<file path="src/inc/ici_pkg.sv">
`default_nettype none
package ici_pkg;

   // ****
   // Command codes
   // ****
   localparam logic [7:0] CMD_INIT         = 8'h40;
   localparam logic [7:0] CMD_STANDBY      = 8'h53;
   localparam logic [7:0] CMD_SCREEN_OFF   = 8'h58;
   localparam logic [7:0] CMD_SCREEN_ON    = 8'h59;
   localparam logic [7:0] CMD_BLOCKS       = 8'h44;
   localparam logic [7:0] CMD_POINTER_FORM = 8'h5d;
   localparam logic [7:0] CMD_DIR_BASE     = 8'h4c;
   localparam logic [7:0] CMD_DIR_MASK     = 8'hfc;
   localparam logic [7:0] CMD_DIR_BITS     = 8'h03;
   localparam logic [7:0] CMD_LAYER_MIX    = 8'h5b;
   localparam logic [7:0] CMD_GLYPH_BASE   = 8'h5c;
   localparam logic [7:0] CMD_FINE_SHIFT   = 8'h5a;
   localparam logic [7:0] CMD_PTR_SET      = 8'h46;
   localparam logic [7:0] CMD_PTR_GET      = 8'h47;
   localparam logic [7:0] CMD_DEPTH        = 8'h60;
   localparam logic [7:0] CMD_STORE        = 8'h42;
   localparam logic [7:0] CMD_FETCH        = 8'h43;

   // ****
   // Configuration register indexes and lengths
   // ****
   localparam int         RF_AW      = 6;
   localparam int         RF_DEPTH   = 64;
   localparam logic [5:0] IDX_INIT   = 6'h00;
   localparam logic [5:0] IDX_ATTR   = 6'h0a;
   localparam logic [5:0] IDX_BLOCKS = 6'h0b;
   localparam logic [5:0] IDX_FORM   = 6'h15;
   localparam logic [5:0] IDX_DIR    = 6'h17;
   localparam logic [5:0] IDX_MIX    = 6'h18;
   localparam logic [5:0] IDX_GLYPH  = 6'h19;
   localparam logic [5:0] IDX_SHIFT  = 6'h1b;
   localparam logic [5:0] IDX_PTR    = 6'h1c;
   localparam logic [5:0] IDX_DEPTH  = 6'h20;
   localparam logic [5:0] IDX_LAST   = 6'h20;
   localparam logic [7:0] RF_RESET   = 8'h00;

   localparam logic [4:0] LEN_NONE   = 5'h00;
   localparam logic [4:0] LEN_ONE    = 5'h01;
   localparam logic [4:0] LEN_TWO    = 5'h02;
   localparam logic [4:0] LEN_INIT   = 5'h08;
   localparam logic [4:0] LEN_BLOCKS = 5'h0a;

   // ****
   // Initialization parameter fields
   // ****
   localparam logic [7:0] P1_KEEP     = 8'h2d;
   localparam logic [7:0] P1_ONE      = 8'h10;
   localparam logic [7:0] P2_KEEP     = 8'h8f;
   localparam logic [3:0] OFS_P1      = 4'h0;
   localparam logic [3:0] OFS_P2      = 4'h1;
   localparam int         BIT_ORIGIN  = 5;
   localparam int         BIT_PANEL   = 3;
   localparam int         BIT_GHEIGHT = 2;
   localparam int         BIT_GSRC    = 0;
   localparam int         BIT_ACFRAME = 7;

   // ****
   // Host bus modes and Wishbone map
   // ****
   localparam logic [1:0]  MODE_GENERIC = 2'h0;
   localparam logic [1:0]  MODE_ENABLE  = 2'h1;
   localparam logic [1:0]  MODE_DSTROBE = 2'h2;
   localparam logic [9:0]  WB_CFG_PAGE  = 10'h200;
   localparam logic [15:0] WB_CTRL_IDX  = 16'h8030;
   localparam logic [15:0] WB_STAT_IDX  = 16'h8031;

   typedef enum logic [2:0] {
      ICI_K_IDLE   = 3'b000,
      ICI_K_PARAM  = 3'b001,
      ICI_K_STORE  = 3'b010,
      ICI_K_FETCH  = 3'b011,
      ICI_K_PTRGET = 3'b100
   } ici_kind_t;

   typedef enum logic [1:0] {
      ICI_A_NONE = 2'b00,
      ICI_A_CMD  = 2'b01,
      ICI_A_PWR  = 2'b10,
      ICI_A_PRD  = 2'b11
   } ici_acc_t;

endpackage
`default_nettype wire

</file>
<file path="src/hw/ici_regfile.sv">
`timescale 1ns/100ps
`default_nettype none
module ici_regfile (
   input  wire logic                      clk_i,
   input  wire logic                      rst_i,
   input  wire logic                      we_i,
   input  wire logic [ici_pkg::RF_AW-1:0] waddr_i,
   input  wire logic [7:0]                wdata_i,
   input  wire logic [ici_pkg::RF_AW-1:0] raddr_i,
   output logic      [7:0]                rdata_o
);
   import ici_pkg::*;

   logic [RF_DEPTH-1:0][7:0] mem_q;

   // Every entry clears so defaults read back as zero
   always_ff @(posedge clk_i) begin
      if (rst_i) begin
         for (int i = 0; i < RF_DEPTH; i++) begin
            mem_q[i] <= RF_RESET;
         end
         rdata_o <= RF_RESET;
      end else begin
         if (we_i) begin
            mem_q[waddr_i] <= wdata_i;
         end
         rdata_o <= mem_q[raddr_i];
      end
   end

endmodule
`default_nettype wire

</file>
<file path="src/hw/ici_core.sv">
// Local design decisions: register access over Wishbone and the address map.
`timescale 1ns/100ps
`default_nettype none
// What this block does
// - Code 40h takes eight bytes into configuration slots 00h to 07h.
// - Standby after reset and after code 53h; code 40h leaves standby.
// - Normal state is reported only after the eighth init byte lands.
// - Codes 59h on and 58h off each store one attribute byte at 0Ah.
// - Code 44h stores ten block bytes into slots 0Bh to 14h.
// - Codes 4Ch to 4Fh store their two low bits at slot 17h.
// - Code 5Bh stores one layer mixing byte at slot 18h.
// - Code 5Ch stores glyph RAM base, low byte first, at 19h and 1Ah.
// - Code 5Ah stores one fine shift byte at slot 1Bh.
// - Code 60h stores one depth byte at slot 20h.
// - Generic bus: select, write and read strobes decode the access.
// - Enable bus: with enable high, select and direction decode access.
// - Byte strobe bus: with strobe low, select and direction decode.
// - First init byte: bits 7,6,1 zero, bit 4 one, rest are fields.
// - Second init byte: bit 7 frame drive, bits 3-0 width, 6-4 zero.
// - Code 46h loads the 16-bit pointer from two bytes, low first.
// - After code 47h reads return pointer low byte then high byte.
// - Each store and each host read after code 43h advances the pointer; the 43h prime does not.
module ici_core (
   input  wire logic        clk_i,
   input  wire logic        rst_i,
   input  wire logic [31:0] wb_adr_i,
   input  wire logic [31:0] wb_dat_i,
   input  wire logic [3:0]  wb_sel_i,
   input  wire logic        wb_we_i,
   input  wire logic        wb_cyc_i,
   input  wire logic        wb_stb_i,
   output logic      [31:0] wb_dat_o,
   output logic             wb_ack_o,
   input  wire logic        register_select_line_i,
   input  wire logic        wr_n_i,
   input  wire logic        rd_n_i,
   input  wire logic        rw_i,
   input  wire logic        enable_i,
   input  wire logic        lower_byte_strobe_n_i,
   input  wire logic [7:0]  host_data_i,
   output logic      [7:0]  host_data_o,
   output logic             host_data_oe_o,
   output logic      [15:0] mem_addr_o,
   output logic      [7:0]  mem_wdata_o,
   output logic             mem_we_o,
   output logic             mem_re_o,
   input  wire logic [7:0]  mem_rdata_i,
   output logic             standby_o,
   output logic             normal_o,
   output logic             screen_on_o,
   output logic             origin_offset_select_o,
   output logic             panel_drive_select_o,
   output logic             glyph_height_select_o,
   output logic             glyph_source_select_o,
   output logic             ac_drive_frame_select_o,
   output logic      [3:0]  glyph_width_o
);
   import ici_pkg::*;

   // ****
   // State
   // ****
   typedef struct packed {
      ici_kind_t   kind;
      logic [5:0]  base;
      logic [4:0]  left;
      logic [3:0]  ofs;
      logic        is_init;
      logic [1:0]  mode;
      logic        standby;
      logic        normal;
      logic        screen_on;
      logic [15:0] cursor;
      logic        rd_hi;
      logic [7:0]  prefetch;
      logic        pf_pend;
      logic        busy;
      logic [7:0]  hdata;
      logic        hoe;
      logic        mem_we;
      logic        mem_re;
      logic [15:0] mem_addr;
      logic [7:0]  mem_wdata;
      logic        origin;
      logic        panel;
      logic        gheight;
      logic        gsrc;
      logic        acframe;
      logic [3:0]  gwidth;
      logic        wb_stage;
      logic        wb_ack;
      logic [31:0] wb_dat;
   } ici_state_t;

   ici_state_t s_q;
   ici_state_t s_d;

   ici_acc_t    acc;
   logic        start;
   logic        rf_we;
   logic [5:0]  rf_waddr;
   logic [7:0]  rf_wdata;
   logic [7:0]  rf_rdata;
   logic [7:0]  wd;
   logic [15:0] wb_idx;
   logic        wb_is_cfg;

   ici_regfile u_regfile (
      .clk_i   (clk_i),
      .rst_i   (rst_i),
      .we_i    (rf_we),
      .waddr_i (rf_waddr),
      .wdata_i (rf_wdata),
      .raddr_i (wb_idx[5:0]),
      .rdata_o (rf_rdata)
   );

   assign wb_idx    = wb_adr_i[17:2];
   assign wb_is_cfg = (wb_idx[15:6] == WB_CFG_PAGE) &&
                      (wb_idx[5:0] <= IDX_LAST);

   // ****
   // Next state
   // ****
   always_comb begin
      s_d       = s_q;
      acc       = ICI_A_NONE;
      rf_we     = 1'b0;
      rf_waddr  = IDX_INIT;
      rf_wdata  = RF_RESET;
      wd        = host_data_i;
      s_d.mem_we = 1'b0;
      s_d.mem_re = 1'b0;

      // Access decode per bus flavour
      case (s_q.mode)
         MODE_ENABLE: begin
            if (enable_i) begin
               if (register_select_line_i) begin
                  acc = rw_i ? ICI_A_PRD : ICI_A_CMD;
               end else if (!rw_i) begin
                  acc = ICI_A_PWR;
               end
            end
         end
         MODE_DSTROBE: begin
            if (!lower_byte_strobe_n_i) begin
               if (register_select_line_i) begin
                  acc = rw_i ? ICI_A_PRD : ICI_A_CMD;
               end else if (!rw_i) begin
                  acc = ICI_A_PWR;
               end
            end
         end
         default: begin
            if (register_select_line_i && !wr_n_i && rd_n_i) begin
               acc = ICI_A_CMD;
            end else if (register_select_line_i && wr_n_i && !rd_n_i) begin
               acc = ICI_A_PRD;
            end else if (!register_select_line_i && !wr_n_i && rd_n_i) begin
               acc = ICI_A_PWR;
            end
         end
      endcase

      // One action per strobe, however long the host holds it
      start    = (acc != ICI_A_NONE) && !s_q.busy;
      s_d.busy = (acc != ICI_A_NONE);
      s_d.hoe  = (acc == ICI_A_PRD);

      // Prefetched byte lands one cycle after the read pulse
      s_d.pf_pend = s_q.mem_re;
      if (s_q.pf_pend) begin
         s_d.prefetch = mem_rdata_i;
      end

      if (start && acc == ICI_A_CMD) begin
         s_d.kind    = ICI_K_PARAM;
         s_d.left    = LEN_NONE;
         s_d.ofs     = OFS_P1;
         s_d.is_init = 1'b0;
         s_d.rd_hi   = 1'b0;
         if ((host_data_i & CMD_DIR_MASK) == CMD_DIR_BASE) begin
            s_d.kind = ICI_K_IDLE;
            rf_we    = 1'b1;
            rf_waddr = IDX_DIR;
            rf_wdata = host_data_i & CMD_DIR_BITS;
         end else begin
            case (host_data_i)
               CMD_INIT: begin
                  s_d.base    = IDX_INIT;
                  s_d.left    = LEN_INIT;
                  s_d.is_init = 1'b1;
                  s_d.standby = 1'b0;
                  s_d.normal  = 1'b0;
               end
               CMD_STANDBY: begin
                  s_d.kind    = ICI_K_IDLE;
                  s_d.standby = 1'b1;
                  s_d.normal  = 1'b0;
               end
               CMD_SCREEN_ON, CMD_SCREEN_OFF: begin
                  // Both expect the attribute byte to follow
                  s_d.base      = IDX_ATTR;
                  s_d.left      = LEN_ONE;
                  s_d.screen_on = (host_data_i == CMD_SCREEN_ON);
               end
               CMD_BLOCKS: begin
                  s_d.base = IDX_BLOCKS;
                  s_d.left = LEN_BLOCKS;
               end
               CMD_POINTER_FORM: begin
                  s_d.base = IDX_FORM;
                  s_d.left = LEN_TWO;
               end
               CMD_LAYER_MIX: begin
                  s_d.base = IDX_MIX;
                  s_d.left = LEN_ONE;
               end
               CMD_GLYPH_BASE: begin
                  s_d.base = IDX_GLYPH;
                  s_d.left = LEN_TWO;
               end
               CMD_FINE_SHIFT: begin
                  s_d.base = IDX_SHIFT;
                  s_d.left = LEN_ONE;
               end
               CMD_DEPTH: begin
                  s_d.base = IDX_DEPTH;
                  s_d.left = LEN_ONE;
               end
               CMD_PTR_SET: begin
                  s_d.base = IDX_PTR;
                  s_d.left = LEN_TWO;
               end
               CMD_PTR_GET: begin
                  s_d.kind = ICI_K_PTRGET;
               end
               CMD_STORE: begin
                  s_d.kind = ICI_K_STORE;
               end
               CMD_FETCH: begin
                  // Prime the first byte so the first read has data
                  s_d.kind     = ICI_K_FETCH;
                  s_d.mem_re   = 1'b1;
                  s_d.mem_addr = s_q.cursor;
               end
               default: begin
                  s_d.kind = ICI_K_IDLE;
               end
            endcase
         end
      end

      if (start && acc == ICI_A_PWR) begin
         unique case (s_q.kind)
            ICI_K_STORE: begin
               s_d.mem_we    = 1'b1;
               s_d.mem_addr  = s_q.cursor;
               s_d.mem_wdata = host_data_i;
               s_d.cursor    = s_q.cursor + 16'h0001;
            end
            ICI_K_PARAM: begin
               if (s_q.left != LEN_NONE) begin
                  if (s_q.is_init && s_q.ofs == OFS_P1) begin
                     wd = (host_data_i & P1_KEEP) | P1_ONE;
                     s_d.origin  = host_data_i[BIT_ORIGIN];
                     s_d.panel   = host_data_i[BIT_PANEL];
                     s_d.gheight = host_data_i[BIT_GHEIGHT];
                     s_d.gsrc    = host_data_i[BIT_GSRC];
                  end
                  if (s_q.is_init && s_q.ofs == OFS_P2) begin
                     wd = host_data_i & P2_KEEP;
                     s_d.acframe = host_data_i[BIT_ACFRAME];
                     s_d.gwidth  = host_data_i[3:0];
                  end
                  if (s_q.is_init && s_q.left == LEN_ONE) begin
                     s_d.normal = 1'b1;
                  end
                  if (s_q.base == IDX_PTR) begin
                     if (s_q.ofs == OFS_P1) begin
                        s_d.cursor[7:0] = host_data_i;
                     end else begin
                        s_d.cursor[15:8] = host_data_i;
                     end
                  end
                  rf_we    = 1'b1;
                  rf_waddr = s_q.base + {2'b00, s_q.ofs};
                  rf_wdata = wd;
                  s_d.ofs  = s_q.ofs + 4'h1;
                  s_d.left = s_q.left - LEN_ONE;
               end
            end
            ICI_K_IDLE, ICI_K_FETCH, ICI_K_PTRGET: begin
            end
            default: begin
               s_d.kind = ICI_K_IDLE;
            end
         endcase
      end

      if (start && acc == ICI_A_PRD) begin
         s_d.hdata = RF_RESET;
         if (s_q.kind == ICI_K_PTRGET) begin
            s_d.hdata = s_q.rd_hi ? s_q.cursor[15:8] : s_q.cursor[7:0];
            s_d.rd_hi = !s_q.rd_hi;
         end else if (s_q.kind == ICI_K_FETCH) begin
            // Hand out the prefetched byte, then fetch the next one
            s_d.hdata    = s_q.prefetch;
            s_d.cursor   = s_q.cursor + 16'h0001;
            s_d.mem_re   = 1'b1;
            s_d.mem_addr = s_q.cursor + 16'h0001;
         end
      end

      // ****
      // Wishbone slave, answer two cycles after the request
      // ****
      s_d.wb_ack = s_q.wb_stage;
      // Write lands only at the edge the master sees ack
      if (s_q.wb_ack && wb_we_i && wb_sel_i[0] && wb_idx == WB_CTRL_IDX) begin
         s_d.mode = wb_dat_i[1:0];
      end
      if (s_q.wb_stage) begin
         s_d.wb_stage = 1'b0;
         s_d.wb_dat   = 32'h0000_0000;
         if (wb_is_cfg) begin
            s_d.wb_dat = {24'h00_0000, rf_rdata};
         end else if (wb_idx == WB_CTRL_IDX) begin
            s_d.wb_dat = {30'h0000_0000, s_q.mode};
         end else if (wb_idx == WB_STAT_IDX) begin
            s_d.wb_dat = {s_q.cursor, 10'h000, s_q.kind,
                          s_q.screen_on, s_q.normal, s_q.standby};
         end
      end else if (wb_cyc_i && wb_stb_i && !s_q.wb_ack) begin
         s_d.wb_stage = 1'b1;
      end
   end

   // ****
   // Registers
   // ****
   always_ff @(posedge clk_i) begin
      if (rst_i) begin
         s_q         <= '0;
         s_q.kind    <= ICI_K_IDLE;
         s_q.mode    <= MODE_GENERIC;
         s_q.standby <= 1'b1;
      end else begin
         s_q <= s_d;
      end
   end

   assign wb_dat_o                = s_q.wb_dat;
   assign wb_ack_o                = s_q.wb_ack;
   assign host_data_o             = s_q.hdata;
   assign host_data_oe_o          = s_q.hoe;
   assign mem_addr_o              = s_q.mem_addr;
   assign mem_wdata_o             = s_q.mem_wdata;
   assign mem_we_o                = s_q.mem_we;
   assign mem_re_o                = s_q.mem_re;
   assign standby_o               = s_q.standby;
   assign normal_o                = s_q.normal;
   assign screen_on_o             = s_q.screen_on;
   assign origin_offset_select_o  = s_q.origin;
   assign panel_drive_select_o    = s_q.panel;
   assign glyph_height_select_o   = s_q.gheight;
   assign glyph_source_select_o   = s_q.gsrc;
   assign ac_drive_frame_select_o = s_q.acframe;
   assign glyph_width_o           = s_q.gwidth;

endmodule
`default_nettype wire

</file>
<file path="config.mk">
export PLATFORM = sky130hd
export DESIGN_NAME = ici_core
export DESIGN_NICKNAME = d
export VERILOG_FILES = /design/src/inc/ici_pkg.sv /design/src/hw/ici_regfile.sv /design/src/hw/ici_core.sv
export SDC_FILE = /design/constraint.sdc
export NUM_CORES = 1
export LEC_CHECK = 0
export ABC_AREA = 1
export BUFFER_PORTS_ARGS = -buffer_cell sky130_fd_sc_hd__buf_2
export CELL_PAD_IN_SITES_DETAIL_PLACEMENT = 1
export CELL_PAD_IN_SITES_GLOBAL_PLACEMENT = 1
export CORE_MARGIN = 2
export CORE_UTILIZATION = 44
export DETAILED_ROUTE_END_ITERATION = 7
export MAX_ROUTING_LAYER = met4
export PLACE_DENSITY = 0.87
export SLEW_MARGIN = 20
export SYNTH_ARGS = -nofsm -noshare
export SYNTH_HDL_FRONTEND = slang
export SYNTH_SLANG_ARGS = --single-unit
</file>
<file path="constraint.sdc">
create_clock -name clk_i -period 2.82 [get_ports clk_i]
set_input_delay 0.282 -clock clk_i [delete_from_list [all_inputs] [get_ports clk_i]]
set_output_delay 0.282 -clock clk_i [all_outputs]
set_load 0.01 [all_outputs]
</file>
# Yosys cells after proc, flatten, opt, wreduce, memory -nomap -nowiden
# Cells that the tools add are included.
classes:
  addsub: 4
  magnitude_cmp: 4
  n_eq_ne: 30
  mux: 82
  n_bitwise: 2
  reduce_logical: 43
op_table:
  columns: ["op", "n"]
  rows:
  - ["512-bit bitwise mux", 1]
  - ["17-bit 2-to-1 mux", 7]
  - ["8-bit by 7-bit equality test with 1-bit output, second input constant", 14]
  - ["11-bit one-hot mux with 9 select lines", 1]
  - ["32-bit 2-to-1 mux", 3]
  - ["8-bit 2-to-1 mux", 12]
  - ["16-bit 2-to-1 mux", 5]
  - ["8-bit binary-select mux with 6-bit select", 1]
  - ["8-bit demux with 6-bit select", 1]
  - ["9-bit 2-to-1 mux", 5]
  - ["33-bit 2-to-1 mux", 1]
  - ["16-bit equality test, second input constant", 2]
  - ["16-bit one-hot mux with 2 select lines", 1]
  - ["2-bit 2-to-1 mux", 12]
  - ["24-bit 2-to-1 mux", 1]
  - ["1-bit logical AND", 20]
  - ["19-bit 2-to-1 mux", 1]
  - ["6-bit 2-to-1 mux", 3]
  - ["16-bit by 1-bit adder with 16-bit output, second input constant", 1]
  - ["1-bit 2-to-1 mux", 16]
  - ["5-bit 2-to-1 mux", 3]
  - ["6-bit by 7-bit less-than comparator with 1-bit output, second input constant", 2]
  - ["6-bit by 5-bit equality test with 1-bit output, second input constant", 2]
  - ["3-bit one-hot mux with 4 select lines", 1]
  - ["30 further kinds", 49]
totals:
  register_bits: 649

# Longest topological paths before layout
depth:
  depth_word: 19
  depth_mapped: 18

# Modules after synthesis
# From an unflattened synthesis, not the netlist that was laid out.
unflattened:
  hier_cells: 4545
  area_unflattened_um2: 30629.4
modules_own_cells:
  columns: ["mod", "n_inst", "cells_per_inst", "area_per_inst_um2"]
  rows:
  - ["ici_regfile", 1, 3546, 23546.3]
  - ["ici_core", 1, 999, 7083.0]

# Worst setup path after synthesis
# Ideal clock, no wire load.
synth_path:
  kind: "reg-to-reg"
  from: "register s_q[111] in the netlist's numbering"
  to: "register u_regfile.mem_q[28] in the netlist's numbering"
  arrival_ns: 2.494
  setup_slack_ns: 0.213
  stages_incl_launch_ff: 16
  path_buffers: 1
  period_less_slack_ns: 2.607
  cell_sequence: "dfxtp_1 ha_1 inv_1 fa_1 o21ai_0 xor2_1 nand2_2 nand2_2 nand2_2 nor2_4 inv_2 nor2_4 buf_2 nand2_1 nand2_1 nor2_1"
synth_between:
  elab_chain_cells: 9
  word_cells_on_any_way: 19
  cone_classes: "add/sub: 1; order compare: 2; eq/ne: 1; mux: 11; reduce/logical: 4"
synth_lines:
  columns: ["element", "line_no", "rtl"]
  rows:
  - ["from (decl)", "ici_core.sv:95", "ici_state_t s_q;"]
  - ["6-bit by 4-bit adder with 6-bit output", "ici_core.sv:288", "rf_waddr = s_q.base + {2'b00, s_q.ofs};"]
  - ["6-bit 2-to-1 mux", "ici_core.sv:264", "if (s_q.left != LEN_NONE) begin"]
  - ["6-bit 2-to-1 mux", "ici_core.sv:256", "unique case (s_q.kind)"]
  - ["6-bit 2-to-1 mux", "ici_core.sv:255", "if (start && acc == ICI_A_PWR) begin"]
  - ["6-bit by 7-bit less-than comparator with 1-bit output (not written as such) / 6-bit by 1-bit greater-or-equal comparator with 1-bit output (equally long branches)", "ici_regfile.sv:25", "mem_q[waddr_i] <= wdata_i;"]
  - ["1-bit logical AND (not written as such)", "ici_regfile.sv:25", null]
  - ["8-bit 2-to-1 mux (not written as such)", "ici_regfile.sv:25", null]
  - ["8-bit demux with 6-bit select", null, null]
  - ["512-bit bitwise mux *", "ici_regfile.sv:25", null]
  - ["to (signal, indexed assignment)", "ici_regfile.sv:25", null]
  - ["to (decl)", "ici_regfile.sv:14", "logic [RF_DEPTH-1:0][7:0] mem_q;"]
# Mark *: on every way between the ends. The rest lies on a longest branch, timed or not.
# A chain may end at the register's enable or synchronous reset.

# Worst setup path in the final report
layout_path:
  from: "register s_q[112] in the netlist's numbering"
  to: "register u_regfile.mem_q[161] in the netlist's numbering"
# The elaborated chain is that of the path after synthesis.

==> metrics.txt <==
initial antenna violation count=9; # clock sinks=641; Max Cap Viol=0; worst min-delay path endpoint=s_q[125]; Max VDD drop=about 0.41 mV; origin of the critical flop-to-flop path=s_q[112]; critical path data required time=around 3.3 ns; num ports=around 180; worst min-delay path class=in -> reg; routability cong.=0.970; vias in the first global route=around 34000; CTS Buf Count=71; Leak Pwr=15.6 nW; Synth Area per Inst=about 6.7 µm²; reg2reg path depth=14; YS warnings=0; count leader, synth=nor2_1; worst path arrival time=~3.7 ns; hold path start=host_data_i[4]; run status=finished, violations left; Startpoint Class=flop; Routed wire per std cell=around 26 µm; synth top area cells=dfxtp_1 43%, nor2_1 13%, o21ai_0 9.5%, nand2_1 9.1%, nand3_1 5.0%; final-report max-slew violation count=0; Fmax=313 MHz; DR iter-0 viols=approximately 4300; vias=35300; PwrDens=546 mW/mm²; fillers=8583; post-route ant nets=0; Worst Slack Setup Final=-0.377 ns; Reg2Reg Capture Point=u_regfile.mem_q[161]; Power Total=0.0202 W; Commonest cells post-synth=1035 x nor2_1, 732 x nand2_1, 641 x dfxtp_1; R2R Setup Slk=-0.38 ns; Die Y=roughly 270 µm; Core Util, Final=a little over half; IO buf count=about 120; RSZ-0062 raised after global routing=true; Synth Cell Area=~0.03 mm²; failing checks=negative setup slack; leading area contributor after synthesis=dfxtp_1; crit path time final=3.20 ns; Vias/cell=6.25; Slew HR=between 50% and 60%; Site Rows=between 90 and 100; FF+latch count, synth=between 600 and 700; area of the core=about 0.068 mm²; crit path max fanout=5; drt first pass iters=8; Worst Clk Skew=about 0.031 ns; main flop type after synthesis=dfxtp_1; final setup fails=152; Syn Inst Count=approximately 4500; initial core utilization=between 40% and 50%; Yosys top cell area share=between 40% and 50%; CTS tree=done; CTS clk-pin slew, worst paths=roughly 0.060 ns; endpoints failing hold=0; endpoint class of the critical path=flop; clock latency on the worst-skew pair=between 0.6 and 0.7 ns; number of synthesized flops with an enable pin=0; die area=around 0.071 mm²; total track usage=between 30 and 40%; share of flip-flops with an asynchronous set or reset=0%; fin nets=4813; largest net degree at the start of global routing=111; CTS root buf=clkbuf_16; first-pass GRT wire length=approximately 200000 µm; DP Wirelength=around 86000 µm; P&R area growth vs syn=23.0%; Worst Tran Pin Value=0.725 ns; hold depth=4; grt total ovfl=0; CTS max path bufs=3; Residual DRC=0; Seq/Total Area, Yosys=a little over two fifths; H-tree levels=3; Die W=around 270 µm; layout cell share with drive strength beyond 1=about 17%; period utilization=113%; WS Path Type=reg -> reg; Yosys cell types=between 40 and 50; final WL=between 100000 and 150000 µm
[where the power goes]
group / internal [W] / total (W) / switching [W]
Clock: 0.00569 / 0.00991 / 0.00422
Sequential: 0.00907 / 0.00908 / 0.0000105
Combinational: 0.000329 / 0.00124 / 0.000915
Total: 0.0151 / 0.0202 / 0.00515
[state kept, by name, summed over array words and instances, names as in the netlist, 4 cells and up]
signal / cells
u_regfile.mem_q: 512
s_q: 48
wb_dat_o: 24
mem_addr_o: 16
host_data_o: 8
mem_wdata_o: 8
u_regfile.rdata_o: 8
glyph_width_o: 4
[worst max-delay path by stage]
stage	from	end	slack [ns]	cells past startpoint
2_1_floorplan	s_q[111]	u_regfile.mem_q[28]	0.21	15
3_3_place_gp	s_q[120]	u_regfile.mem_q[98]	-0.22	15
3_5_place_dp	s_q[120]	u_regfile.mem_q[99]	-0.30	15
4_1_cts	s_q[108]	u_regfile.mem_q[274]	-0.004	16
5_1_grt	s_q[109]	u_regfile.mem_q[361]	-0.44	17
6_report	s_q[112]	u_regfile.mem_q[161]	-0.38	14
[cell type report]
cell class,instances,area (µm²),share of cell area [%]
antenna,11,27.5,0.0743
multi-input combinational,3241,15500,41.8
tap,873,1090,2.95
clock buffer,104,2110,5.70
clock inverter,24,307,0.828
inverter,281,1110,2.99
sequential,641,12800,34.7
timing repair buffer,469,4080,11.0
[worst max-delay path, cell delays in order, from the launching register on]
cell and delay, ns:
dfxtp_1 0.31, buf_4 0.15, ha_1 0.32, nand3_1 0.13
nand3_1 0.17, or2_4 0.30, nand2_4 0.11, nor2_2 0.08
inv_2 0.11, buf_4 0.14, nand3_4 0.16, buf_4 0.22
nor2_4 0.14, o21ai_0 0.18, a21oi_1 0.51
[cells in the final DEF (no fill, tap or decap), types with 55 or more instances in the layout]
cell,count
a21oi_1,290
buf_12,55
buf_2,115
buf_4,254
clkbuf_16,72
dfxtp_1,637
inv_1,234
nand2_1,674
nand3_1,292
nor2_1,987
o211ai_1,58
o21ai_0,528
[layer usage]
layer  global-route usage [%]  routed length [µm]
met3                     7.53               16000
met1                     43.4               52500
met5                        -                   0
met2                     58.7               65300
met4                     23.4               13000
[stage by stage]
step / TNS, ns / setup slack (ns) / instances / hold slack (ns) / area (µm²)
6_report: -7.50 / -0.377 / 5644 / 0.0325 / 37000
5_1_grt: -27.82 / -0.436 / 5643 / 0.0444 / 37000
4_1_cts: -0.00586 / -0.00391 / 5609 / 0.000489 / 36200
3_5_place_dp: -60.58 / -0.304 / 5459 / 0.413 / 33300
3_3_place_gp: -18.15 / -0.217 / 5459 / 0.408 / 33300
2_1_floorplan: 0 / 0.213 / 4486 / 0.396 / 30100
[cell families after synthesis]
family                   share of synthesized area, %
adder cells (fa/ha/maj)                         0.565
AND/OR/NAND/NOR                                  29.8
AO/OA/AOI/OAI                                    18.0
flip-flops                                       42.6
other                                          0.0125
buffers and inverters                            8.46
XOR/XNOR                                        0.553
[timing repair]
item	CTS	global route
endpoints found under the hold margin	13	0
resized for setup	75	216
pin swaps	9	52
setup endpoints to repair	493	507
setup buffers	9	24
hold buffers	13	0
cloned	0	1
No activity file was read; power rests on OpenSTA's default activity.
